## src/design/mwt_pkg.sv

```systemverilog
// Package for the maintenance window translator: field widths, positions and the
// structs that carry a window access and the maintenance request built from it.
// Assumes a 32-bit local access whose offset is already relative to the window base.
package mwt_pkg;

  localparam int unsigned MWT_MOFS_W = 24;
  localparam int unsigned MWT_CFG_W = 21;
  localparam int unsigned MWT_DID_W = 8;
  localparam int unsigned MWT_HOP_W = 8;
  localparam int unsigned MWT_TOFS_W = 12;
  localparam int unsigned MWT_WIN_OFS_W = 22;
  localparam int unsigned MWT_WIN4M_LOW = 22;
  localparam int unsigned MWT_WIN4K_LOW = 12;
  localparam int unsigned MWT_DW_SHIFT = 3;
  localparam int unsigned MWT_TAR_SHIFT = 12;
  localparam int unsigned MWT_WPTR_BIT = 2;
  localparam logic [MWT_MOFS_W-1:0] MWT_MOFS_MAX = 24'h7ffffc;
  localparam logic [1:0] MWT_ALIGN_ZERO = 2'h0;

  // Translation register layout: target id, hop count, offset bits 23..12.
  localparam int unsigned MWT_TOFS_POS = 0;
  localparam int unsigned MWT_HOP_POS = 12;
  localparam int unsigned MWT_TGT_POS = 20;
  localparam int unsigned MWT_TAR_W = 28;
  localparam logic [MWT_TAR_W-1:0] MWT_TAR_RST = 28'h0000000;

  typedef enum logic [0:0] {
    MWT_WIN_4K = 1'b0,
    MWT_WIN_4M = 1'b1
  } mwt_win_e;

  typedef enum logic [1:0] {
    MWT_ST_IDLE = 2'b00,
    MWT_ST_SEND = 2'b01,
    MWT_ST_WAIT = 2'b10
  } mwt_state_e;

  typedef struct packed {
    logic [MWT_WIN_OFS_W-1:0] ofs;
    logic write;
    logic [31:0] wdata;
  } mwt_acc_s;

  typedef struct packed {
    logic [MWT_DID_W-1:0] dest_id;
    logic [MWT_HOP_W-1:0] hopcount;
    logic [MWT_CFG_W-1:0] cfg_offset;
    logic wptr;
    logic write;
    logic [31:0] wdata;
  } mwt_req_s;

endpackage : mwt_pkg

```

## src/design/mwt_top.sv

```systemverilog
// Maintenance window translator: holds the outbound translation register and
// converts each in-range window access into one maintenance request with handshake.
// Assumes the local bus holds an access until accepted and the link side holds
// a response until taken; one access is outstanding at a time.
`timescale 1ns/1ps
`default_nettype none

// How it works
// - Maintenance offset is 24-bit, word aligned.
// - Config offset equals maintenance offset shifted three.
// - Word pointer picks lower or upper word.
// - 4M window: low 22 bits from access.
// - 4K window: low 12 bits from access.
// - Register holds target, hops, offset above twelve.
module mwt_top (
  // Clock and reset
  input wire logic clk_sys_i,
  input wire logic rst_b_i,
  // Setup
  input wire mwt_pkg::mwt_win_e win_size_i,
  input wire logic tar_we_i,
  input wire logic [mwt_pkg::MWT_TAR_W-1:0] tar_wdata_i,
  output logic [mwt_pkg::MWT_TAR_W-1:0] tar_rdata_o,
  // Local window access
  input wire logic acc_valid_i,
  input wire mwt_pkg::mwt_acc_s acc_i,
  output logic acc_ready_o,
  output logic acc_err_o,
  output logic rsp_valid_o,
  output logic [31:0] rsp_rdata_o,
  // Maintenance request toward the fabric
  output logic req_valid_o,
  output mwt_pkg::mwt_req_s req_o,
  input wire logic req_ready_i,
  // Maintenance response from the fabric
  input wire logic link_rsp_valid_i,
  input wire logic [31:0] link_rsp_data_i
);
  import mwt_pkg::*;

  typedef struct packed {
    mwt_state_e st;
    logic [MWT_TAR_W-1:0] tar;
    mwt_req_s req;
    logic err;
    logic rsp_v;
    logic [31:0] rdata;
  } mwt_state_s;

  mwt_state_s cur_ff;
  mwt_state_s nxt_cur;
  logic [MWT_MOFS_W-1:0] mofs;
  logic [MWT_CFG_W-1:0] cfg;
  logic wptr;
  logic in_range;
  logic [MWT_TAR_W-1:0] tar_eff;

  // A register write in the same cycle as an access is applied to that access,
  // so an update can never be overtaken by the access it was meant for.
  assign tar_eff = tar_we_i ? tar_wdata_i : cur_ff.tar;

  mwt_xlate u_xlate (
    .win_size_i(win_size_i),
    .tar_i(tar_eff),
    .ofs_i(acc_i.ofs),
    .mofs_o(mofs),
    .cfg_o(cfg),
    .wptr_o(wptr),
    .in_range_o(in_range)
  );

  assign acc_ready_o = (cur_ff.st == MWT_ST_IDLE);
  assign req_valid_o = (cur_ff.st == MWT_ST_SEND);
  assign req_o = cur_ff.req;
  assign tar_rdata_o = cur_ff.tar;
  assign acc_err_o = cur_ff.err;
  assign rsp_valid_o = cur_ff.rsp_v;
  assign rsp_rdata_o = cur_ff.rdata;

  always_comb begin
    nxt_cur = cur_ff;
    nxt_cur.err = 1'b0;
    nxt_cur.rsp_v = 1'b0;
    if (tar_we_i) begin
      nxt_cur.tar = tar_wdata_i;
    end
    case (cur_ff.st)
      MWT_ST_IDLE: begin
        if (acc_valid_i) begin
          if (!in_range) begin
            // An offset outside a 4 Kbyte window is refused, not wrapped.
            nxt_cur.err = 1'b1;
          end else begin
            nxt_cur.req.dest_id = tar_eff[MWT_TGT_POS +: MWT_DID_W];
            nxt_cur.req.hopcount = tar_eff[MWT_HOP_POS +: MWT_HOP_W];
            nxt_cur.req.cfg_offset = cfg;
            nxt_cur.req.wptr = wptr;
            nxt_cur.req.write = acc_i.write;
            nxt_cur.req.wdata = acc_i.wdata;
            nxt_cur.st = MWT_ST_SEND;
          end
        end
      end
      MWT_ST_SEND: begin
        if (req_ready_i) begin
          nxt_cur.st = MWT_ST_WAIT;
        end
      end
      MWT_ST_WAIT: begin
        if (link_rsp_valid_i) begin
          nxt_cur.rsp_v = 1'b1;
          nxt_cur.rdata = cur_ff.req.write ? 32'h00000000 : link_rsp_data_i;
          nxt_cur.st = MWT_ST_IDLE;
        end
      end
      default: begin
        nxt_cur.st = MWT_ST_IDLE;
      end
    endcase
  end

  always_ff @(posedge clk_sys_i) begin
    if (!rst_b_i) begin
      cur_ff <= '0;
      cur_ff.st <= MWT_ST_IDLE;
      cur_ff.tar <= MWT_TAR_RST;
    end else begin
      cur_ff <= nxt_cur;
    end
  end

endmodule : mwt_top
`default_nettype wire

```

## src/design/mwt_xlate.sv

```systemverilog
// Pure address former: turns the translation register and a window offset into
// the maintenance offset, the doubleword pointer and the word pointer.
// Assumes the caller registers its outputs; this module has no state.
`timescale 1ns/1ps
`default_nettype none
module mwt_xlate (
  // Setup
  input wire mwt_pkg::mwt_win_e win_size_i,
  input wire logic [mwt_pkg::MWT_TAR_W-1:0] tar_i,
  // Access
  input wire logic [mwt_pkg::MWT_WIN_OFS_W-1:0] ofs_i,
  // Result
  output logic [mwt_pkg::MWT_MOFS_W-1:0] mofs_o,
  output logic [mwt_pkg::MWT_CFG_W-1:0] cfg_o,
  output logic wptr_o,
  output logic in_range_o
);
  import mwt_pkg::*;

  logic [MWT_TOFS_W-1:0] tofs;
  logic [MWT_MOFS_W-1:0] upper;

  always_comb begin
    tofs = tar_i[MWT_TOFS_POS +: MWT_TOFS_W];
    upper = {tofs, 12'h000};
    if (win_size_i == MWT_WIN_4M) begin
      // Only register offset bits 11..10 reach the 4 Mbyte window.
      mofs_o = {upper[MWT_MOFS_W-1:MWT_WIN4M_LOW], ofs_i[MWT_WIN4M_LOW-1:0]};
      in_range_o = 1'b1;
    end else begin
      mofs_o = {tofs, ofs_i[MWT_WIN4K_LOW-1:0]};
      in_range_o = (ofs_i[MWT_WIN_OFS_W-1:MWT_WIN4K_LOW] == '0);
    end
    mofs_o[1:0] = MWT_ALIGN_ZERO;
    cfg_o = mofs_o[MWT_DW_SHIFT +: MWT_CFG_W];
    wptr_o = mofs_o[MWT_WPTR_BIT];
  end

endmodule : mwt_xlate
`default_nettype wire

```

## config.mk

```make
export PLATFORM = sky130hd
export DESIGN_NAME = mwt_top
export DESIGN_NICKNAME = d
export VERILOG_FILES = /design/src/design/mwt_pkg.sv /design/src/design/mwt_top.sv /design/src/design/mwt_xlate.sv
export SDC_FILE = /design/constraint.sdc
export NUM_CORES = 1
export LEC_CHECK = 0
export BUFFER_PORTS_ARGS = -buffer_cell sky130_fd_sc_hd__buf_4
export CAP_MARGIN = 20
export CORE_MARGIN = 2
export CORE_UTILIZATION = 35
export CTS_CLUSTER_SIZE = 8
export DETAILED_ROUTE_END_ITERATION = 7
export MAX_ROUTING_LAYER = met4
export SETUP_SLACK_MARGIN = 0.02
export SYNTH_ARGS = -nofsm -noshare
export SYNTH_HDL_FRONTEND = slang
export SYNTH_SLANG_ARGS = --single-unit
```

## constraint.sdc

```tcl
create_clock -name clk_sys_i -period 2.3 [get_ports clk_sys_i]
set_input_delay 0.46 -clock clk_sys_i [delete_from_list [all_inputs] [get_ports clk_sys_i]]
set_output_delay 0.46 -clock clk_sys_i [all_outputs]
set_load 0.02 [all_outputs]
```

==> results of run 1 <==
## cells in the mapped netlist
cell        n  area (µm²)
o21a_1      1        7.51
nor2_1      2        7.51
and4_1      1        8.76
inv_1       1        3.75
and2_1     18         113
mux2i_1    81         811
nor2b_1    33         206
o21ai_0    10        50.1
a31oi_1     1        6.26
nor2_4      1        11.3
mux2_2      2        22.5
mux2_1     16         180
clkbuf_1   19        71.3
buf_4     141        1060
buf_2       6        30.0
a22o_1     32         280
a21boi_1    1        7.51
buf_6       1        11.3
nand2_1   117         439
and3_1      1        6.26
nor4_1      2        12.5
a22oi_1     1        7.51
dfxtp_1   135        2700
## registers in the layout, indices dropped and copies added, names as in the netlist
name and cells:
acc_err_o 1, rsp_rdata_o 32, cur_ff 2, req_o 71, rsp_valid_o 1, tar_rdata_o 28
## power by group through the flow
stage                     Clock, mW  Combinational, mW  Sequential (mW)
after detailed placement          0              0.765             2.54
after global placement            0              0.752             2.54
after floorplan                   0              0.526             2.53
final                          2.85              0.755             2.49
after global routing           3.04              0.813             2.50
after CTS                      2.94              0.766             2.49
## through the flow
step           cell area [µm²]  utilization [%]  hold slack, ns  worst slack (ns)  power, mW
4_1_cts                   7780             45.5           0.239             0.216       6.20
5_1_grt                   7790             45.5           0.242             0.400       6.36
2_1_floorplan             6050                -           0.435             0.594       3.05
3_5_place_dp              7150             41.8           0.448             0.222       3.31
3_3_place_gp              7150             41.8           0.444             0.284       3.29
6_report                  7790             45.5           0.261             0.560       6.10
## worst max-delay path by stage
stage | from | to | slack [ns]
6_report | cur_ff[134]$_SDFFE_PN0P_ | rsp_rdata_o[25]$_SDFFE_PN0P_ | 0.56
3_5_place_dp | cur_ff[134]$_SDFFE_PN0P_ | rsp_rdata_o[25]$_SDFFE_PN0P_ | 0.22
4_1_cts | cur_ff[134]$_SDFFE_PN0P_ | rsp_rdata_o[25]$_SDFFE_PN0P_ | 0.22
5_1_grt | cur_ff[134]$_SDFFE_PN0P_ | rsp_rdata_o[27]$_SDFFE_PN0P_ | 0.40
3_3_place_gp | acc_i[45] | req_o[70]$_SDFFE_PN0P_ | 0.28
2_1_floorplan | acc_i[45] | req_o[53]$_SDFFE_PN0P_ | 0.59
## kinds of logic (layout without fill, tap and decap cells)
family / count (synthesis) / after routing
and+or+nand+nor: 175 / 175
buffers and inverters: 168 / 292
DFF: 135 / 135
muxes: 99 / 99
AOI/OAI and AO/OA: 46 / 46
## final cells by class
cell class,count,area [µm²]
inverter,1,3.75
clock buffer,24,512
timing repair buffer,260,2000
tap,225,282
clock inverter,7,115
multi-input combinational,320,2180
sequential,135,2700
fill,1618,9320
## worst max-delay path: stages (launching register included)
cell,delay (ns)
dfxtp_1,0.34
nor2b_1,0.24
and3_1,0.20
nor2b_2,0.51
buf_8,0.24
a22o_1,0.14
## per-layer routing
layer	share of wire, %	global-route usage, %	vias up
li1	-	-	2135
met1	44	17.7	2002
met2	47	23.2	176
met3	7.2	4.15	17
met4	1.5	5.44	0
met5	0	-	-
==> run metrics, run 1 <==
status=completed; worst-path maximum fanout=19; largest net degree at the start of global routing=157; Flop pwr share=40.9%; Clock Pin Slew Worst Setup and Hold Paths=0.06 ns; Vias/cell=4.45; r2r endpoint=rsp_rdata_o[25]$_SDFFE_PN0P_; Leakage=between 3 and 4 nW; core area=approximately 17000 µm²; Post-CTS Setup Repair Bufs=0; largest family of logic cells by synthesized area=buffers and inverters; Max Cap Viol=0; WL per Instance=approximately 14 µm; maximum clock frequency=around 570 MHz; final antenna-violating net count=0; Seq cells post-synth=135; Critical R2R Launch=cur_ff[134]$_SDFFE_PN0P_; Internal Power=around 4.7 mW; setup violators final=0; Die Span X=136 µm; Critical Path RT=2.65 ns; setup TNS=0 ns; Seq/Total Area, Yosys=44.6%; Worst Skew=0.00569 ns; Sw Share=around 23%; critical path type=register to register; fin cells=972; post-synthesis mux area share=between 10% and 20%; Gate power share=12.4%; Site Rows=48; CTS Buf Count=17; post-detail-place hpwl=9790 µm; first-pass GRT wire length=20700 µm; Worst Tran Pin Value=roughly 0.67 ns; # hold bufs at CTS=0; Die Ht=136 µm; io pins=~260; clock network power share=46.8%; most frequent cells in the layout=buf_4, dfxtp_1, nand2_1; Hold Crit Depth=2; min-delay src=link_rsp_data_i[14]; RSZ-0062 raised after global routing=no; clk_lat worst skew=about 0.4 ns; 1st-iter DRT viols=between 100 and 150; DIE AREA=18400 µm²; Slew headroom=55.6%; total track usage=14.6%; vias post-DR=4330; vias in the first global route=approximately 4300; critical path endpoint category=register; Pre-Repair DR Iteration Count=4; adder-cell area share of the yosys netlist=0%; P per Cell Area=783 nW/µm²; GPL Wtd Cong=0.761; ANT cells=0; layout cell share with drive strength beyond 1=39.5%; Synth Area in XOR/XNOR=0%; Root Buffer Master=clkbuf_16; Max VDD drop=0.000479 V; NetSw=about 1.4 mW; IO Port Bufs=254; CTS tree=built; Starting Density=35.4%; Startpoint Class=register; Tmin final=1.74 ns; Worst EP arrival=2.09 ns; R2R depth=5; Gate Count Post-Synth=623; Max Transition Viols Final=0; Max clock buf depth=2; htree depth=4; drt drc=0; Yosys cell types=23; initial antenna violation count=0; nets=857; Synthesis Warnings=0; Hold EP=rsp_rdata_o[14]$_SDFFE_PN0P_; Syn Nets=around 750; commonest non-fill, non-tap cell in the layout=buf_4; Clock Sinks=135; HP Class=primary input to register; Hold Violations, Final=0; CTS resizes=0; placed instance count=940; flop-to-flop setup slack=0.56 ns; Syn Std Cell Area=between 6000 and 7000 µm²; grt total ovfl=0; Syn Area/Cell=between 9 and 10 µm²; period utilization=75.7%; post-synthesis simple-gate area fraction=13.3%; WL final=roughly 13000 µm; Area growth, synth to finish=28.7%; Compound-Gate Fraction of Synth Area=5.93%
No activity file was read; power rests on OpenSTA's default activity.
==> run 2: changes to the inputs <==
Clock period 2.3 ns to 1.7 ns, I/O delays scaled along.
==> run metrics, run 2 (same netlist as run 1, synthesis figures left out) <==
worst-path maximum fanout=3; R2R depth=6; Sw Share=23.3%; Hold Violations, Final=0; CP startpoint=cur_ff[134]$_SDFFE_PN0P_; period utilization=91.5%; CTS tree=built; CTS Buf Count=17; ANT cells=0; vias in the first global route=4293; Max VDD drop=0.000624 V; 1st-iter DRT viols=130; Post-Place Setup Slack=-0.107 ns; io pins=257; grt total ovfl=0; Hold EP=rsp_rdata_o[4]$_SDFFE_PN0P_; critical path endpoint category=primary output; Starting Density=between 30 and 40%; commonest non-fill, non-tap cell in the layout=buf_4; maximum clock frequency=643 MHz; initial antenna violation count=0; Max clock buf depth=2; most frequent cells in the layout=buf_4, dfxtp_1, nand2_1; Critical Path RT=roughly 1.4 ns; clock network power share=between 40% and 50%; # hold bufs at CTS=0; Vias/cell=4.40; RSZ-0062 raised after global routing=no; r2r endpoint=req_o[22]$_SDFFE_PN0P_; P per Cell Area=roughly 1100 nW/µm²; final antenna-violating net count=0; Worst Tran Pin Value=approximately 0.47 ns; Pre-Repair DR Iteration Count=6; Die Ht=136 µm; vias post-DR=4339; Flop pwr share=about two fifths; max reg flops=71; Area growth, synth to finish=31.8%; Root Buffer Master=clkbuf_16; core area=17100 µm²; largest net degree at the start of global routing=approximately 130; Max Transition Viols Final=0; nets=870; HP Class=primary input to register; WL per Instance=13.8 µm; first-pass GRT wire length=21000 µm; critical path type=register to primary output; Hold Crit Depth=2; Gate power share=roughly an eighth; drt drc=0; WL final=13600 µm; flop-to-flop setup slack=0.25 ns; post-detail-place hpwl=~10000 µm; Clock Sinks=135; status=completed; layout cell share with drive strength beyond 1=around two fifths; Worst EP arrival=1.22 ns; Worst Skew=a little over 0.006 ns; DIE AREA=approximately 18000 µm²; Internal Power=6.60 mW; Tmin final=1.56 ns; Slew headroom=68.7%; Clock Pin Slew Worst Setup and Hold Paths=0.06 ns; Max Cap Viol=0; NetSw=2.00 mW; GPL Wtd Cong=between 0.7 and 0.8; Site Rows=between 40 and 50; total track usage=14.9%; clk_lat worst skew=0.40 ns; Die Span X=roughly 140 µm; IO Port Bufs=approximately 250; Startpoint Class=register; Leakage=between 3 and 4 nW; htree depth=4; setup violators final=0; hold slack=0.138 ns; Critical R2R Launch=cur_ff[134]$_SDFFE_PN0P_; Post-CTS Setup Repair Bufs=0; min-delay src=link_rsp_data_i[4]; post-route setup slack=about 0.14 ns; CTS resizes=0
-- run 2: cell count changes in the layout (fill, tap and decap cells not counted), sizes merged --
cell / before / now
clkinv: 2 / 7
clkbuf: 24 / 17
bufinv: 3 / 6
inv: 1 / 2
buf: 260 / 273
clkinvlp: 2 / 1
-- run 2: area by class of cell --
class / instances / area (µm²)
clock buffer: 17 / 425
clock inverter: 15 / 250
fill: 1600 / 9140
inverter: 1 / 3.75
multi-input combinational: 320 / 2180
sequential: 135 / 2700
tap: 225 / 282
timing repair buffer: 273 / 2130
-- run 2: worst max-delay path by stage --
stage,to,slack (ns),cells after the start
2_1_floorplan,req_o[53]$_SDFFE_PN0P_,0.04,5
3_3_place_gp,rsp_rdata_o[29]$_SDFFE_PN0P_,-0.08,3
3_5_place_dp,req_o[16]$_SDFFE_PN0P_,-0.11,7
4_1_cts,acc_ready_o,0.12,3
5_1_grt,acc_ready_o,0.07,3
6_report,acc_ready_o,0.14,3
-- run 2: metrics by stage --
step	utilization, %	std cells	total power [mW]	area, µm²	TNS [ns]
floorplan	-	623	4.13	6050	0
global placement	42.6	953	4.48	7290	-3.91
detailed placement	42.7	954	4.51	7300	-4.00
CTS	46.6	986	8.73	7980	0
global route	46.6	986	8.97	7980	0
finish	46.6	986	8.61	7980	0
-- run 2: power groups by stage --
stage / clock (mW) / sequential (mW) / combinational [mW]
floorplan: 0 / 3.42 / 0.712
global placement: 0 / 3.43 / 1.05
detailed placement: 0 / 3.44 / 1.07
CTS: 4.28 / 3.37 / 1.07
global route: 4.44 / 3.39 / 1.14
finish: 4.18 / 3.37 / 1.06
-- run 2: per-layer routing --
metal	track usage, %	vias up	wire length, µm
met2	24.2	172	6460
met5	-	-	0
met1	18.0	1992	6010
li1	-	2166	-
met4	3.88	0	140
met3	4.98	9	977
-- run 2: critical path: stages, from the launching register on --
cell and delay, ns:
dfxtp_1 0.32, nor2_1 0.19, buf_4 0.16, buf_4 0.14
